==> config.mk <==
export PLATFORM = sky130hd
export DESIGN_NAME = brc_config_four_resp_conv_ctrl
export DESIGN_NICKNAME = d
export VERILOG_FILES = /design/src/core/brc_pkg.sv /design/src/core/brc_config_four_resp_conv_ctrl.sv /design/src/core/brc_sync.sv /design/src/core/brc_divider.sv
export SDC_FILE = /design/constraint.sdc
export NUM_CORES = 1
export LEC_CHECK = 0
export BUFFER_PORTS_ARGS = -buffer_cell sky130_fd_sc_hd__buf_4
export CAP_MARGIN = 20
export CORE_MARGIN = 2
export CORE_UTILIZATION = 47
export CTS_CLUSTER_SIZE = 10
export DETAILED_ROUTE_END_ITERATION = 10
export PLACE_DENSITY = 0.88
export SLEW_MARGIN = 40
export SYNTH_ARGS = -nofsm -noshare
export SYNTH_HDL_FRONTEND = slang
export SYNTH_SLANG_ARGS = --single-unit
==> constraint.sdc <==
create_clock -name ref_clk -period 1.7 [get_ports ref_clk]
set_input_delay 0.085 -clock ref_clk [delete_from_list [all_inputs] [get_ports ref_clk]]
set_output_delay 0.085 -clock ref_clk [all_outputs]
set_load 0.005 [all_outputs]
==> src/core/brc_pkg.sv <==
// shared constants for the breathing-clock configuration block
package brc_pkg;

  // register bus geometry
  localparam int ADDR_W = 8; // byte address width seen by the slave
  localparam int DATA_W = 32; // classic wishbone data width
  localparam int SEL_W = 4; // one select line per byte lane
  localparam int REG_W = 8; // every register here is one byte wide

  // register indices; byte address is four times the index
  localparam logic [5:0] CFG4_INDEX = 6'h17; // conversion and frequency control
  localparam logic [5:0] MODE_INDEX = 6'h16; // breathing mode and phase
  localparam logic [5:0] STAT_INDEX = 6'h1F; // live block state, read only
  localparam logic [ADDR_W-1:0] CFG4_ADDR = {CFG4_INDEX, 2'h0};
  localparam logic [ADDR_W-1:0] MODE_ADDR = {MODE_INDEX, 2'h0};
  localparam logic [ADDR_W-1:0] STAT_ADDR = {STAT_INDEX, 2'h0};

  // config_four_resp_conv_ctrl field layout
  localparam int FREQ_LSB = 5; // breath_mod_freq_sel occupies [7:5]
  localparam int FREQ_W = 3;
  localparam int SINGLE_BIT = 3; // single-shot conversion select
  localparam int CT_BIT = 2; // central_terminal_to_leg_drive
  localparam int LOFF_BIT = 1; // electrode_off_comparator_on
  localparam logic [REG_W-1:0] CFG4_RESET = 8'h00;
  localparam logic [REG_W-1:0] CFG4_WMASK = 8'hEE; // reserved bits 4 and 0 hold zero

  // breathing mode register field layout
  localparam int MODE_LSB = 0; // breath_mode_sel occupies [1:0]
  localparam int MODE_W = 2;
  localparam int PHASE_LSB = 2; // breath_phase_sel occupies [4:2]
  localparam int PHASE_W = 3;
  localparam logic [REG_W-1:0] MODE_RESET = 8'h00;
  localparam logic [REG_W-1:0] MODE_WMASK = 8'h1F;

  // status register bit positions
  localparam int ST_MODCLK = 0; // present modulation clock level
  localparam int ST_PIN3 = 1; // synchronised level of general pin three
  localparam int ST_PIN4 = 2; // synchronised level of general pin four
  localparam int ST_SQUARE = 3; // square waves are being driven
  localparam int ST_PHASE = 4; // phase selection is in force
  localparam int ST_MODOUT = 5; // modulation terminals are active

  // breathing mode encodings
  typedef enum logic [1:0] {
    MODE_NONE = 2'h0,
    MODE_EXT = 2'h1,
    MODE_INT_OWN = 2'h2,
    MODE_INT_USER = 2'h3
  } brc_mode_t;

  // frequency codes at or below this one are modulation clocks
  localparam logic [FREQ_W-1:0] FREQ_LAST_MOD = 3'h1;
  // phase code that names no phase
  localparam logic [PHASE_W-1:0] PHASE_NONE = 3'h7;

  // master clock divider: code 000 divides by 32, code 111 by 4096
  localparam int MASTER_CLK_KHZ = 2048; // nominal master clock
  localparam int DIV_STAGES = 12; // counter bits, top bit divides by 4096
  localparam logic [3:0] TAP_BASE = 4'h4; // counter bit 4 toggles at master/32

  // sampling margin: master half period against the 25 ns system period
  localparam int REF_CLK_MHZ = 40;
  localparam int MASTER_HALF_NS = 244; // half period of 2.048 MHz, rounded down
  localparam int REF_PERIOD_NS = 1000 / REF_CLK_MHZ;
  localparam int MASTER_HALF_CYC = MASTER_HALF_NS / REF_PERIOD_NS; // at least 1

  // synchroniser depth for every asynchronous input
  localparam int SYNC_DEPTH = 2;

endpackage

==> src/core/brc_config_four_resp_conv_ctrl.sv <==
`timescale 1ns/100ps
// How it works
// - codes 000/001 give 64k/32k modulation clock
// - codes 010..111 drive square waves on pins
// - pin four is pin three inverted whenever square waves drive the pins
// - codes 000/001 serve internal and external modes
// - internal mode with codes 000/001 drives modulation output terminals
// - bit 3 set selects single-shot conversion
// - bit 2 set joins terminal to leg drive
// - bit 1 set powers lead-off comparators
// - mode field decodes none/external/internal/user
// - phase applies only in those modes, codes
module brc_config_four_resp_conv_ctrl (
  input wire logic ref_clk,
  input wire logic rst,
  // classic wishbone slave
  input wire logic wb_cyc_i,
  input wire logic wb_stb_i,
  input wire logic wb_we_i,
  input wire logic [brc_pkg::ADDR_W-1:0] wb_adr_i,
  input wire logic [brc_pkg::SEL_W-1:0] wb_sel_i,
  input wire logic [brc_pkg::DATA_W-1:0] wb_dat_i,
  output logic [brc_pkg::DATA_W-1:0] wb_dat_o,
  output logic wb_ack_o,
  // device master clock, asynchronous to ref_clk
  input wire logic masterClk,
  // general pins three and four, split into in, out, enable
  input wire logic generalPinThreeIn,
  output logic generalPinThreeOut,
  output logic generalPinThreeOe,
  input wire logic generalPinFourIn,
  output logic generalPinFourOut,
  output logic generalPinFourOe,
  // modulation clock toward the breathing circuit
  output logic breathModClk,
  output logic breathModOutPos,
  output logic breathModOutNeg,
  // decoded controls toward the rest of the device
  output logic singleShotMode,
  output logic centralTerminalToLegDrive,
  output logic electrodeOffComparatorOn,
  output logic breathOff,
  output logic breathExternal,
  output logic breathInternalOwn,
  output logic breathInternalUser,
  output logic breathPhaseActive,
  output logic [brc_pkg::PHASE_W-1:0] breathPhase
);

  // register state
  logic [brc_pkg::REG_W-1:0] cfgFour; // config_four_resp_conv_ctrl
  logic [brc_pkg::REG_W-1:0] next_cfgFour;
  logic [brc_pkg::REG_W-1:0] modeReg; // breathing mode and phase
  logic [brc_pkg::REG_W-1:0] next_modeReg;
  logic ack; // single-cycle acknowledge
  logic next_ack;
  logic [brc_pkg::DATA_W-1:0] readData; // registered read word
  logic [brc_pkg::DATA_W-1:0] next_readData;

  // master clock sampling
  logic [2:0] pinSync; // synchronised master, pin three, pin four
  logic masterLevel; // master clock after the synchroniser
  logic masterPrev; // one cycle older, for edge detection
  logic masterTick; // one-cycle pulse per master rising edge
  logic [brc_pkg::DIV_STAGES-1:0] taps; // divided clocks

  // decoded fields
  logic [brc_pkg::FREQ_W-1:0] freqSel; // breath_mod_freq_sel
  brc_pkg::brc_mode_t modeSel; // breath_mode_sel
  logic [brc_pkg::PHASE_W-1:0] phaseSel; // breath_phase_sel
  logic isModCode; // frequency code names a modulation clock
  logic [3:0] tapIdx; // which counter bit carries the chosen rate
  logic chosenWave; // divided clock at the chosen rate
  logic phaseInForce; // phase selection takes effect
  logic busWrite; // accepted write beat this cycle
  logic busRead; // accepted read beat this cycle

  // output stage state
  logic modClkOut;
  logic next_modClkOut;
  logic modPos;
  logic next_modPos;
  logic modNeg;
  logic next_modNeg;
  logic pinThreeOut;
  logic next_pinThreeOut;
  logic pinFourOut;
  logic next_pinFourOut;
  logic pinOe;
  logic next_pinOe;

  // every asynchronous level passes two flops before use
  brc_sync #(
    .WIDTH(3)
  ) u_sync (
    .ref_clk(ref_clk),
    .rst(rst),
    .asyncIn({generalPinFourIn, generalPinThreeIn, masterClk}),
    .syncOut(pinSync)
  );

  assign masterLevel = pinSync[0];

  // remember the previous master level for the edge detector
  always_ff @(posedge ref_clk or posedge rst)
  begin
    if (rst)
    begin
      masterPrev <= 1'b0;
    end
    else
    begin
      masterPrev <= masterLevel;
    end
  end

  // at 40 MHz each master half period spans several samples, so no edge is missed
  assign masterTick = masterLevel & ~masterPrev;

  // one counter serves every rate, so all outputs stay phase related
  brc_divider #(
    .STAGES(brc_pkg::DIV_STAGES)
  ) u_div (
    .ref_clk(ref_clk),
    .rst(rst),
    .masterTick(masterTick),
    .taps(taps)
  );

  // field extraction
  assign freqSel = cfgFour[brc_pkg::FREQ_LSB +: brc_pkg::FREQ_W];
  assign modeSel = brc_pkg::brc_mode_t'(modeReg[brc_pkg::MODE_LSB +: brc_pkg::MODE_W]);
  assign phaseSel = modeReg[brc_pkg::PHASE_LSB +: brc_pkg::PHASE_W];
  assign isModCode = (freqSel <= brc_pkg::FREQ_LAST_MOD);

  // code n takes counter bit 4+n: 000 divides by 32, 111 by 4096
  assign tapIdx = brc_pkg::TAP_BASE + {1'b0, freqSel};
  assign chosenWave = taps[tapIdx];

  // phase only counts in external or internal-own mode with a modulation code
  assign phaseInForce = isModCode
    && ((modeSel == brc_pkg::MODE_EXT) || (modeSel == brc_pkg::MODE_INT_OWN));

  // bus beat qualifiers; the ack term keeps one request to one beat
  assign busWrite = wb_cyc_i & wb_stb_i & wb_we_i & ~ack;
  assign busRead = wb_cyc_i & wb_stb_i & ~wb_we_i & ~ack;

  // register file next values and the answer to every access
  always_comb
  begin
    next_cfgFour = cfgFour;
    next_modeReg = modeReg;
    next_ack = wb_cyc_i & wb_stb_i & ~ack; // any address is answered
    next_readData = '0; // unmapped and idle reads give zero
    // only byte lane 0 carries register data
    if (busWrite && wb_sel_i[0])
    begin
      unique case (wb_adr_i)
        brc_pkg::CFG4_ADDR:
        begin
          // reserved bits are forced to zero whatever software sends
          next_cfgFour = wb_dat_i[brc_pkg::REG_W-1:0] & brc_pkg::CFG4_WMASK;
        end
        brc_pkg::MODE_ADDR:
        begin
          next_modeReg = wb_dat_i[brc_pkg::REG_W-1:0] & brc_pkg::MODE_WMASK;
        end
        default:
        begin
          // status and unmapped addresses ignore writes
          next_cfgFour = cfgFour;
        end
      endcase
    end
    if (busRead)
    begin
      unique case (wb_adr_i)
        brc_pkg::CFG4_ADDR:
        begin
          next_readData = {{(brc_pkg::DATA_W-brc_pkg::REG_W){1'b0}}, cfgFour};
        end
        brc_pkg::MODE_ADDR:
        begin
          next_readData = {{(brc_pkg::DATA_W-brc_pkg::REG_W){1'b0}}, modeReg};
        end
        brc_pkg::STAT_ADDR:
        begin
          next_readData[brc_pkg::ST_MODCLK] = modClkOut;
          next_readData[brc_pkg::ST_PIN3] = pinSync[1];
          next_readData[brc_pkg::ST_PIN4] = pinSync[2];
          next_readData[brc_pkg::ST_SQUARE] = pinOe;
          next_readData[brc_pkg::ST_PHASE] = phaseInForce;
          next_readData[brc_pkg::ST_MODOUT] = (modeSel == brc_pkg::MODE_INT_OWN) & isModCode;
        end
        default:
        begin
          next_readData = '0;
        end
      endcase
    end
  end

  // register file and bus answer flops
  always_ff @(posedge ref_clk or posedge rst)
  begin
    if (rst)
    begin
      cfgFour <= brc_pkg::CFG4_RESET;
      modeReg <= brc_pkg::MODE_RESET;
      ack <= 1'b0;
      readData <= '0;
    end
    else
    begin
      cfgFour <= next_cfgFour;
      modeReg <= next_modeReg;
      ack <= next_ack;
      readData <= next_readData;
    end
  end

  // waveform steering from the chosen divided clock
  always_comb
  begin
    next_modClkOut = 1'b0;
    next_modPos = 1'b0;
    next_modNeg = 1'b0;
    next_pinThreeOut = 1'b0;
    next_pinFourOut = 1'b0;
    next_pinOe = 1'b0;
    if (isModCode)
    begin
      // 64 kHz or 32 kHz modulation clock, pins left free
      next_modClkOut = chosenWave;
      if (modeSel == brc_pkg::MODE_INT_OWN)
      begin
        // user-generated mode brings its own signals, so only this mode drives
        next_modPos = chosenWave;
        next_modNeg = ~chosenWave;
      end
    end
    else
    begin
      // square waves take over both general pins
      next_pinOe = 1'b1;
      next_pinThreeOut = chosenWave;
      next_pinFourOut = ~chosenWave;
    end
  end

  // output stage flops keep every pin glitch free
  always_ff @(posedge ref_clk or posedge rst)
  begin
    if (rst)
    begin
      modClkOut <= 1'b0;
      modPos <= 1'b0;
      modNeg <= 1'b0;
      pinThreeOut <= 1'b0;
      pinFourOut <= 1'b0;
      pinOe <= 1'b0;
    end
    else
    begin
      modClkOut <= next_modClkOut;
      modPos <= next_modPos;
      modNeg <= next_modNeg;
      pinThreeOut <= next_pinThreeOut;
      pinFourOut <= next_pinFourOut;
      pinOe <= next_pinOe;
    end
  end

  // bus outputs
  assign wb_ack_o = ack;
  assign wb_dat_o = readData;

  // pin and clock outputs
  assign breathModClk = modClkOut;
  assign breathModOutPos = modPos;
  assign breathModOutNeg = modNeg;
  assign generalPinThreeOut = pinThreeOut;
  assign generalPinFourOut = pinFourOut;
  assign generalPinThreeOe = pinOe;
  assign generalPinFourOe = pinOe;

  // static controls come straight from register flops
  assign singleShotMode = cfgFour[brc_pkg::SINGLE_BIT];
  assign centralTerminalToLegDrive = cfgFour[brc_pkg::CT_BIT];
  assign electrodeOffComparatorOn = cfgFour[brc_pkg::LOFF_BIT];

  // mode decode, one line per encoding
  assign breathOff = (modeSel == brc_pkg::MODE_NONE);
  assign breathExternal = (modeSel == brc_pkg::MODE_EXT);
  assign breathInternalOwn = (modeSel == brc_pkg::MODE_INT_OWN);
  assign breathInternalUser = (modeSel == brc_pkg::MODE_INT_USER);

  // phase is passed on only while it applies; 111 names no phase
  assign breathPhaseActive = phaseInForce && (phaseSel != brc_pkg::PHASE_NONE);
  assign breathPhase = breathPhaseActive ? phaseSel : '0;

endmodule

==> src/core/brc_sync.sv <==
`timescale 1ns/100ps
// two flip-flop synchroniser, one chain per bit
module brc_sync #(
  parameter int WIDTH = 1
) (
  input wire logic ref_clk,
  input wire logic rst,
  input wire logic [WIDTH-1:0] asyncIn,
  output logic [WIDTH-1:0] syncOut
);

  genvar bitIdx;
  generate
    for (bitIdx = 0; bitIdx < WIDTH; bitIdx++)
    begin : g_chain
      logic [brc_pkg::SYNC_DEPTH-1:0] stage; // stage[0] feeds only stage[1]
      // shift the pin level through the chain
      always_ff @(posedge ref_clk or posedge rst)
      begin
        if (rst)
        begin
          stage <= '0;
        end
        else
        begin
          stage <= {stage[brc_pkg::SYNC_DEPTH-2:0], asyncIn[bitIdx]};
        end
      end
      assign syncOut[bitIdx] = stage[brc_pkg::SYNC_DEPTH-1];
    end
  endgenerate

endmodule

==> src/core/brc_divider.sv <==
`timescale 1ns/100ps
// free-running counter of master clock ticks; each bit is a divided clock
module brc_divider #(
  parameter int STAGES = brc_pkg::DIV_STAGES
) (
  input wire logic ref_clk,
  input wire logic rst,
  input wire logic masterTick,
  output logic [STAGES-1:0] taps
);

  logic [STAGES-1:0] count; // master ticks seen so far
  logic [STAGES-1:0] next_count;

  // bit k completes a period every 2^(k+1) ticks
  always_comb
  begin
    next_count = count;
    if (masterTick)
    begin
      next_count = count + {{(STAGES-1){1'b0}}, 1'b1};
    end
  end

  // register the counter
  always_ff @(posedge ref_clk or posedge rst)
  begin
    if (rst)
    begin
      count <= '0;
    end
    else
    begin
      count <= next_count;
    end
  end

  assign taps = count;

endmodule

==> metrics.md, run 1 <==
| Metric | Value |
|---|---|
| Run status | `finished, final reports clean` |
| Antenna violations before repair | `0` |
| Core area | `4660 um2` |
| Actual slew at the worst max-slew pin | `0.554 ns` |
| Global-route wire length before repair | `6.43 mm` |
| Share of final-layout standard cells stronger than drive strength 1 | `0.373` |
| Final-report max-slew violation count | `0` |
| Number of top-level pins | `103` |
| Worst vdd ir | `492 uV` |
| DP Wirelength | `2.98 mm` |
| Core occupancy in the finished layout | `0.603` |
| Multiplexer share of the synthesized area | `0.115` |
| Stage delay of the slowest cell on the critical path | `0.38 ns` |
| Xor and xnor area share after synthesis | `0.0431` |
| Seq cells post-synth | `45` |
| Cell with the largest stage delay on the worst path | `dfrtp_1` |
| Count of routing violations after the opening detailed-route iteration | `99` |
| Leakage power figure | `1.42 nW` |
| Overall die height | `73.0 um` |
| Count of buffers inserted at the top-level ports | `51` |
| Detailed-route via count | `1,521` |
| Gpl congestion | `0.782` |
| Adder and majority cell fraction of the synthesized area | `0.0280` |
| CTS tree | `yes` |
| Row Count | `25` |
| Max Fclk | `606 MHz` |
| Worst slew slack as a fraction of its limit | `0.631` |
| Largest family of logic cells by synthesized area | `simple AND/OR/NAND/NOR gates` |
| Cell family with the largest share of critical-path delay | `simple AND/OR/NAND/NOR gates` |
| Max Cap Violations | `0` |
| Seq/Total Area, Yosys | `0.504` |
| Final critical-path share of the clock period | `0.970` |
| Max Root-Sink Buffers | `2` |
| Placed Area | `2590 um2` |
| Final critical path time including I/O delays and setup | `1.65 ns` |
| Final count of negative-setup-slack endpoints | `0` |
| Worst setup EP type | `output port` |
| Vias in the first global route | `1,338` |
| Maximum fanout along the worst path | `5` |
| Total power | `2.33 mW` |
| Clock skew after layout | `0.0102 ns` |
| Worst Hold Class | `in2reg` |
| Number of different library cells in the post-synthesis netlist | `35` |
| Flip-flop cell with the highest count after synthesis | `dfrtp_1` |
| Starting density of the core | `0.479` |
| Count of clock tree sinks | `45` |
| Vias per cell | `5.02` |
| Area added between synthesis and finish | `25.7%` |
| EDFF count, synth | `0` |
| Antenna diode count | `0` |
| Die Footprint | `5320 um2` |
| Complex-gate fraction of the synthesized area | `0.0196` |
| Worst endpoint required time | `1.62 ns` |
| Count of H-tree levels built during CTS | `2` |
| Post-route standard cell area excluding fillers | `2810 um2` |
| Cell count after synthesis | `184` |
| DRC violations left | `0` |
| Final #Nets | `305` |
| Root Driver | `clkbuf_8` |
| Cell area after synthesis | `2230 um2` |
| Final count of hold timing violations | `0` |
| Post-synthesis share of cell area spent on and, or, nand and nor gates | `0.169` |
| Die width | `73.0 um` |
| Initial DRT Pass Iterations | `4` |
| Total power divided by cell area | `828 nW/um2` |
| GRT Overall Usage | `0.164` |
| Arrival time of the worst setup path | `1.56 ns` |
| Post-detailed-route wirelength per cell | `13.9 um` |
| Mapped Avg Cell Area | `12.1 um2` |
| Worst skew pair latency | `0.30 ns` |
| WL final | `4.21 mm` |
| Share of synthesized flip-flops with an asynchronous set or reset | `1.00` |
| Kind of launch point of the worst setup path | `flip-flop` |
| Overflow left after global routing | `0` |
| CTS clock-pin slew for the worst setup and hold paths | `0.08 ns` |
| Synth Warn # | `0` |
| Worst-path cell chain | `inv_2, ha_4, nor3b_4, and3_1, buf_4` |
| Pin count of the biggest net entering global routing | `46` |
| Critical path class | `reg2out` |
| Number of buffers created by CTS | `5` |
| Routed Antenna Nets | `0` |
| Critical path buffers and inverters | `2` |
-- routing by layer --
layer  wire [um]  GRT usage  vias up
met3         268     0.0539       12
met5           0          0        -
met4         121     0.0823        0
li1            -          -      721
met1        1730      0.207      725
met2        2090      0.254       63
-- kinds of logic (layout without fill, tap and decap cells) --
| logic type | count (synthesis) | in the layout |
|---|---|---|
| AO/OA/AOI/OAI | 8 | 8 |
| XOR/XNOR | 11 | 11 |
| adder cells (fa/ha/maj) | 5 | 5 |
| buffers and inverters | 40 | 82 |
| flip-flops | 45 | 45 |
| multiplexers | 19 | 19 |
| other | 1 | 24 |
| AND/OR/NAND/NOR | 55 | 55 |
-- cell usage in the layout (no fill, tap or decap), types with 2 or more instances in the layout --
master          n
mux4_2          2
and4bb_1        3
and2_1          4
buf_4          62
xnor2_1        10
nand2b_1        2
and3b_1         2
nand3_1        10
dfrtp_1        45
inv_1           4
inv_2           2
mux2_2          9
mux2i_1         2
nor3b_1         2
mux2_4          6
conb_1         24
dlygate4sd3_1   6
ha_1            4
nand2_1         5
and3_1          6
nand4_1        10
and4_1          2
a21oi_1         6
clkbuf_8        6
-- worst reg2reg max path: stages, from the launching register on --
cell      delay, ns
dfrtp_1        0.40
nand3b_1       0.20
and4bb_1       0.30
buf_4          0.19
mux2_4         0.31
-- through the flow --
stage / setup TNS (ns) / setup slack, ns / std cells / hold WS (ns)
floorplan: 0 / 0.306 / 207 / 0.116
global placement: 0 / 0.241 / 286 / 0.195
detailed placement: 0 / 0.214 / 286 / 0.196
CTS: 0 / 0.00958 / 300 / 0.00349
global route: -0.0231 / -0.00865 / 303 / 0.00241
finish: 0 / 0.0509 / 303 / 0.0155
-- area by class of cell --
| class | count | area (um2) |
|---|---|---|
| Fill cell | 363 | 1850 |
| Clock inverter | 1 | 30.0 |
| Tap cell | 54 | 67.6 |
| Timing Repair Buffer | 68 | 526 |
| Inverter | 6 | 22.5 |
| Multi-Input combinational cell | 122 | 951 |
| Sequential cell | 45 | 1130 |
| Clock buffer | 7 | 86.3 |
-- state kept, by name (all words and copies together) (netlist names) --
register	flops
breathModClk	1
breathModOutNeg	1
breathModOutPos	1
cfgFour	6
generalPinFourOe	1
generalPinFourOut	1
generalPinThreeOut	1
masterPrev	1
modeReg	5
u_div.taps	12
u_sync.g_chain.stage	6
wb_ack_o	1
wb_dat_o	8
-- worst paths after layout --
kind | startpoint | endpoint | slack, ns | depth (start not counted)
max | modeReg[1]$_DFFE_PP0P_ | breathPhase[0] | 0.05 | 5
min | wb_dat_i[5] | cfgFour[5]$_DFFE_PP0P_ | 0.02 | 2
max in group asynchronous | rst | u_div.taps[3]$_DFFE_PP0P_ | 0.84 | 4
min reg2reg | u_sync.g_chain[2].stage[0]$_DFF_PP0_ | u_sync.g_chain[2].stage[1]$_DFF_PP0_ | 0.35 | 0
min in group asynchronous | rst | modeReg[1]$_DFFE_PP0P_ | 0.48 | 4
max reg2reg | wb_ack_o$_DFF_PP0_ | cfgFour[2]$_DFFE_PP0P_ | 0.18 | 4
-- cell usage after synthesis (all sizes together), types with 2 or more instances --
cell / number / area [um2]
dfrtp: 45 / 1130
and4: 2 / 17.5
xnor2: 10 / 87.6
and4bb: 4 / 53.8
buf: 29 / 226
clkbuf: 5 / 18.8
nand3: 10 / 50.1
nand4: 10 / 62.6
ha: 5 / 62.6
a21oi: 6 / 30.0
inv: 6 / 22.5
and3b: 2 / 17.5
mux2i: 2 / 20.0
nand2b: 2 / 12.5
and3: 6 / 37.5
nor3b: 3 / 22.5
mux4: 2 / 45.0
and2: 5 / 32.5
nand2: 5 / 18.8
mux2: 15 / 191
-- report_power, final --
group          internal [mW]  switching, mW  total [mW]
Combinational          0.154          0.114       0.268
Clock                  0.479          0.342       0.821
Sequential              1.16         0.0810        1.24
-- what timing repair did --
action | in CTS | in global routing
endpoints found under the setup margin | 4 | 4
hold buffers | 4 | 2
endpoints found under the hold margin | 48 | 2
setup buffers | 2 | 2
resized for setup | 0 | 5
pin swaps | 0 | 1
Power figures use the tool's default switching activity.
==> run 2: changes to the inputs <==
SETUP_SLACK_MARGIN = 0.2   (was unset)
==> metrics.md, run 2 (synthesis gave the netlist of run 1 again) <==
| Metric | Value |
|---|---|
| Run status | `finished, final reports clean (unchanged)` |
| Worst endpoint required time | `1.62 ns (about the same)` |
| Row Count | `25 (unchanged)` |
| Final critical path time including I/O delays and setup | `1.66 ns (was 1.65 ns)` |
| CTS tree | `yes (unchanged)` |
| Count of clock tree sinks | `45 (unchanged)` |
| Core area | `4660 um2 (unchanged)` |
| DP Wirelength | `2.98 mm (unchanged)` |
| Worst Hold Class | `in2reg (unchanged)` |
| CTS clock-pin slew for the worst setup and hold paths | `0.08 ns (about the same)` |
| Worst vdd ir | `491 uV (was 492 uV)` |
| GRT Overall Usage | `0.172 (was 0.164)` |
| Max Fclk | `601 MHz (was 606 MHz)` |
| Total met2 wirelength after detailed routing | `2.11 mm (was 2.09 mm)` |
| Global-route wire length before repair | `6.68 mm (was 6.43 mm)` |
| Final count of hold timing violations | `0 (unchanged)` |
| Actual slew at the worst max-slew pin | `0.549 ns (was 0.554 ns)` |
| Gpl congestion | `0.782 (unchanged)` |
| Routed Antenna Nets | `0 (unchanged)` |
| Initial DRT Pass Iterations | `4 (unchanged)` |
| Maximum fanout along the worst path | `5 (unchanged)` |
| Overflow left after global routing | `0 (unchanged)` |
| Post-detailed-route wirelength per cell | `13.9 um (about the same)` |
| Final setup TNS | `0 ns (unchanged)` |
| Pin count of the biggest net entering global routing | `46 (unchanged)` |
| Kind of launch point of the worst setup path | `flip-flop (unchanged)` |
| Hold path start | `wb_dat_i[7] (was wb_dat_i[5])` |
| Worst skew pair latency | `0.30 ns (about the same)` |
| Worst-case reg-to-reg path depth | `8 (was 4)` |
| Wire length the detailed router placed on met1 | `1.72 mm (was 1.73 mm)` |
| Count of buffers inserted at the top-level ports | `51 (unchanged)` |
| Vias per cell | `5.00 (was 5.02)` |
| Core occupancy in the finished layout | `0.616 (was 0.603)` |
| Overall die height | `73.0 um (unchanged)` |
| Uppermost signal routing layer after detailed routing | `met4 (unchanged)` |
| Number of buffers created by CTS | `5 (unchanged)` |
| Most common cell after layout, fill and taps aside | `buf_4 (unchanged)` |
| Die Footprint | `5320 um2 (unchanged)` |
| Leakage power figure | `1.44 nW (was 1.42 nW)` |
| Detailed-route via count | `1,540 (was 1,521)` |
| Max Root-Sink Buffers | `2 (unchanged)` |
| Antenna diode count | `0 (unchanged)` |
| Most frequent cells in the layout | `buf_4, dfrtp_1, conb_1 (unchanged)` |
| Met3 Routed Length | `292 um (was 268 um)` |
| Number of top-level pins | `103 (unchanged)` |
| Final-report max-slew violation count | `0 (unchanged)` |
| WL final | `4.27 mm (was 4.21 mm)` |
| DRC violations left | `0 (unchanged)` |
| Share of final-layout standard cells stronger than drive strength 1 | `0.409 (was 0.373)` |
| Antenna violations before repair | `0 (unchanged)` |
| Final critical-path share of the clock period | `0.978 (was 0.970)` |
| Count of routing violations after the opening detailed-route iteration | `84 (was 99)` |
| Area added between synthesis and finish | `28.5% (was 25.7%)` |
| Setup crit start | `modeReg[1]$_DFFE_PP0P_ (unchanged)` |
| Die width | `73.0 um (unchanged)` |
| Flip-flop count of the largest register after layout | `12 (unchanged)` |
| Root Driver | `clkbuf_8 (unchanged)` |
| Arrival time of the worst setup path | `1.58 ns (was 1.56 ns)` |
| Vias in the first global route | `1,387 (was 1,338)` |
| R2r startpoint | `modeReg[1]$_DFFE_PP0P_ (was wb_ack_o$_DFF_PP0_)` |
| Worst setup EP type | `output port (unchanged)` |
| Count of H-tree levels built during CTS | `2 (unchanged)` |
| Worst hold path depth | `2 (unchanged)` |
| Critical path class | `reg2out (unchanged)` |
| Worst slew slack as a fraction of its limit | `0.634 (was 0.631)` |
| Final count of negative-setup-slack endpoints | `0 (unchanged)` |
| Setup repair after global routing missed its margin | `true` |
| Total power divided by cell area | `812 nW/um2 (was 828 nW/um2)` |
| Starting density of the core | `0.479 (unchanged)` |
| Max Cap Violations | `0 (unchanged)` |
| Final #Nets | `310 (was 305)` |
| Clock skew after layout | `0.00977 ns (was 0.0102 ns)` |
## run 2: cell count changes in the layout (fill, tap and decap cells not counted), sizes merged
cell | previous run | this run
buf | 62 | 68
dlygate4sd3 | 6 | 5
## run 2: metrics by stage
stage / hold WS [ns] / setup slack (ns) / power, mW / cells / cell area (um2)
2_1_floorplan: 0.116 / 0.306 / 1.44 / 207 / 2320
3_3_place_gp: 0.195 / 0.241 / 1.50 / 286 / 2590
3_5_place_dp: 0.196 / 0.214 / 1.52 / 286 / 2590
4_1_cts: 0.00349 / 0.0475 / 2.34 / 302 / 2810
5_1_grt: 0.00160 / -0.0113 / 2.44 / 308 / 2870
6_report: 0.0122 / 0.0374 / 2.33 / 308 / 2870
## run 2: what timing repair did
item	CTS	global route
endpoints found under the setup margin	5	16
resized for setup	10	3
pin swaps	0	1
buffers inserted	4	5
endpoints found under the hold margin	48	1
hold buffers	4	1
## run 2: worst paths after layout
path | end | slack, ns
min reg2reg | u_sync.g_chain[2].stage[1]$_DFF_PP0_ | 0.35
max | breathPhase[1] | 0.04
max reg2reg | wb_dat_o[4]$_DFF_PP0_ | 0.20
min in group asynchronous | cfgFour[7]$_DFFE_PP0P_ | 0.48
max in group asynchronous | u_div.taps[3]$_DFFE_PP0P_ | 0.85
min | cfgFour[7]$_DFFE_PP0P_ | 0.01
## run 2: final cells by class
| class | count | area, um2 |
|---|---|---|
| clock inverters | 1 | 30.0 |
| flip-flops and latches | 45 | 1130 |
| multi-input cells | 122 | 963 |
| inverters | 6 | 22.5 |
| repair buffers | 73 | 576 |
| clock buffers | 7 | 86.3 |
| well taps | 54 | 67.6 |
| fillers | 340 | 1790 |
## run 2: layer usage
| metal | vias up | GRT usage |
|---|---|---|
| li1 | 730 | - |
| met1 | 727 | 0.213 |
| met2 | 69 | 0.264 |
| met3 | 14 | 0.0580 |
| met4 | 0 | 0.0947 |
| met5 | - | 0 |
## run 2: power by group
group	switching [mW]	total, mW	internal (mW)
Combinational	0.115	0.271	0.156
Sequential	0.0825	1.24	1.16
Clock	0.343	0.822	0.479
Total	0.540	2.33	1.79
## run 2: critical path, stage by stage, from the launching register on
cell and delay (ns):
dfrtp_1 0.37, inv_2 0.05, ha_1 0.27, nor3b_2 0.15, buf_4 0.16, and3_4 0.17, buf_6 0.12
==> run 3: changes to the inputs <==
PLACE_DENSITY = 0.8   (was 0.88)
==> metrics.md, run 3 (synthesis gave the netlist of run 1 again) <==
| Metric | Value |
|---|---|
| Run status | `finished, final reports clean (unchanged)` |
| Leakage power figure | `1.43 nW (was 1.44 nW)` |
| Global-route wire length before repair | `7.07 mm (was 6.68 mm)` |
| Vias in the first global route | `1,495 (was 1,387)` |
| Most common cell after layout, fill and taps aside | `buf_4 (unchanged)` |
| Detailed-route via count | `1,537 (was 1,540)` |
| Number of buffers created by CTS | `5 (unchanged)` |
| Worst hold path depth | `2 (unchanged)` |
| Max Root-Sink Buffers | `2 (unchanged)` |
| CTS clock-pin slew for the worst setup and hold paths | `0.08 ns (about the same)` |
| Max Cap Violations | `0 (unchanged)` |
| Maximum fanout along the worst path | `5 (unchanged)` |
| Pin count of the biggest net entering global routing | `46 (unchanged)` |
| Kind of launch point of the worst setup path | `flip-flop (unchanged)` |
| Area added between synthesis and finish | `27.7% (was 28.5%)` |
| Initial DRT Pass Iterations | `4 (unchanged)` |
| Actual slew at the worst max-slew pin | `0.555 ns (was 0.549 ns)` |
| Max Fclk | `602 MHz (was 601 MHz)` |
| Total power divided by cell area | `800 nW/um2 (was 812 nW/um2)` |
| Worst vdd ir | `415 uV (was 491 uV)` |
| Number of top-level pins | `103 (unchanged)` |
| Starting density of the core | `0.479 (unchanged)` |
| Worst skew pair latency | `0.30 ns (about the same)` |
| Hold path start | `wb_dat_i[7] (unchanged)` |
| Antenna violations before repair | `0 (unchanged)` |
| Worst endpoint required time | `1.62 ns (about the same)` |
| Flip-flop count of the largest register after layout | `12 (unchanged)` |
| GRT Overall Usage | `0.179 (was 0.172)` |
| Endpoint of the most critical register-to-register path | `wb_dat_o[4]$_DFF_PP0_ (unchanged)` |
| Die width | `73.0 um (unchanged)` |
| Row Count | `25 (unchanged)` |
| Critical path class | `reg2out (unchanged)` |
| Cell with the largest stage delay on the worst path | `dfrtp_1 (unchanged)` |
| Final setup TNS | `0 ns (unchanged)` |
| Final #Nets | `308 (was 310)` |
| Antenna diode count | `0 (unchanged)` |
| Count of routing violations after the opening detailed-route iteration | `58 (was 84)` |
| Worst-path cell chain | `inv_2, ha_4, nor3b_2, buf_4, and3_4, buf_6 (was inv_2, ha_1, nor3b_2, buf_4, and3_4, buf_6)` |
| Overall die height | `73.0 um (unchanged)` |
| Final critical-path share of the clock period | `0.977 (was 0.978)` |
| Worst slew slack as a fraction of its limit | `0.630 (was 0.634)` |
| Worst Hold Class | `in2reg (unchanged)` |
| Count of clock tree sinks | `45 (unchanged)` |
| Final-report max-slew violation count | `0 (unchanged)` |
| WL final | `4.56 mm (was 4.27 mm)` |
| Final count of negative-setup-slack endpoints | `0 (unchanged)` |
| Most frequent cells in the layout | `buf_4, dfrtp_1, conb_1 (unchanged)` |
| Clock skew after layout | `0.00848 ns (was 0.00977 ns)` |
| Routed Antenna Nets | `0 (unchanged)` |
| Worst-case hold path end point | `cfgFour[7]$_DFFE_PP0P_ (unchanged)` |
| CTS tree | `yes (unchanged)` |
| Worst setup EP type | `output port (unchanged)` |
| R2r startpoint | `modeReg[1]$_DFFE_PP0P_ (unchanged)` |
| Overflow left after global routing | `0 (unchanged)` |
| Stage delay of the slowest cell on the critical path | `0.38 ns (was 0.37 ns)` |
| Count of buffers inserted at the top-level ports | `51 (unchanged)` |
| Vias per cell | `5.04 (was 5.00)` |
| Die Footprint | `5320 um2 (unchanged)` |
| Worst-case reg-to-reg path depth | `8 (unchanged)` |
| Reg2Reg Setup Slack | `0.18 ns (was 0.20 ns)` |
| Root Driver | `clkbuf_8 (unchanged)` |
| DP Wirelength | `3.13 mm (was 2.98 mm)` |
| Post-detailed-route wirelength per cell | `15.0 um (was 13.9 um)` |
| Arrival time of the worst setup path | `1.58 ns (about the same)` |
| Worst hold-check slack | `0.0109 ns (was 0.0122 ns)` |
| Share of final-layout standard cells stronger than drive strength 1 | `0.414 (was 0.409)` |
| Final critical path time including I/O delays and setup | `1.66 ns (about the same)` |
| Core area | `4660 um2 (unchanged)` |
| Count of H-tree levels built during CTS | `2 (unchanged)` |
| Setup repair after global routing missed its margin | `true (unchanged)` |
| Final count of hold timing violations | `0 (unchanged)` |
| DRC violations left | `0 (unchanged)` |
| Gpl congestion | `0.853 (was 0.782)` |
run 3: worst max path at each step:
| stage | depth (start not counted) | startpoint | slack (ns) | end |
|---|---|---|---|---|
| CTS | 6 | modeReg[0]$_DFFE_PP0P_ | 0.06 | breathPhase[0] |
| floorplan | 3 | cfgFour[6]$_DFFE_PP0P_ | 0.31 | breathModClk$_DFF_PP0_ |
| finish | 6 | modeReg[1]$_DFFE_PP0P_ | 0.04 | breathPhase[1] |
| global placement | 4 | wb_ack_o$_DFF_PP0_ | 0.26 | cfgFour[2]$_DFFE_PP0P_ |
| detailed placement | 6 | modeReg[1]$_DFFE_PP0P_ | 0.23 | breathPhase[0] |
| global route | 6 | modeReg[1]$_DFFE_PP0P_ | -0.04 | breathPhase[2] |
run 3: routing by layer:
| metal | global-route usage | up-vias | part of all wire |
|---|---|---|---|
| met5 | 0 | - | 0 |
| met4 | 0.0864 | 0 | 0.021 |
| met3 | 0.0331 | 8 | 0.063 |
| met2 | 0.298 | 58 | 0.50 |
| met1 | 0.225 | 749 | 0.41 |
| li1 | - | 722 | - |
run 3: timing repair:
item,CTS,global route
hold endpoints to repair,48,0
buffers inserted,4,3
endpoints found under the setup margin,4,14
gates resized for setup,10,5
hold buffers,4,0
pin swaps,1,4
run 3: cell type report:
cell class | count | area (um2)
clock buffer | 5 | 68.8
sequential | 45 | 1130
inverter | 6 | 22.5
clock inverter | 2 | 35.0
tap | 54 | 67.6
multi-input combinational | 122 | 972
timing repair buffer | 71 | 562
fill | 380 | 1810
run 3: worst max-delay path: cells and delay by family, from the launching register on:
family	cells	cell delay, ns
fa+ha+maj	1	0.25
buf+inv	3	0.32
flops	1	0.38
simple gates	2	0.33
run 3: metrics by stage:
step	cells	util	cell area [um2]	total power [mW]	worst slack [ns]
after floorplan	207	-	2320	1.44	0.306
after global placement	287	0.557	2590	1.50	0.261
after detailed placement	287	0.557	2590	1.52	0.235
after CTS	302	0.603	2810	2.29	0.0605
after global routing	305	0.612	2850	2.38	-0.0437
final	305	0.612	2850	2.28	0.0383
run 3: power by group:
part           internal (mW)  switching, mW
Combinational          0.154          0.115
Sequential              1.16         0.0837
Clock                  0.427          0.347
Total                   1.74          0.546
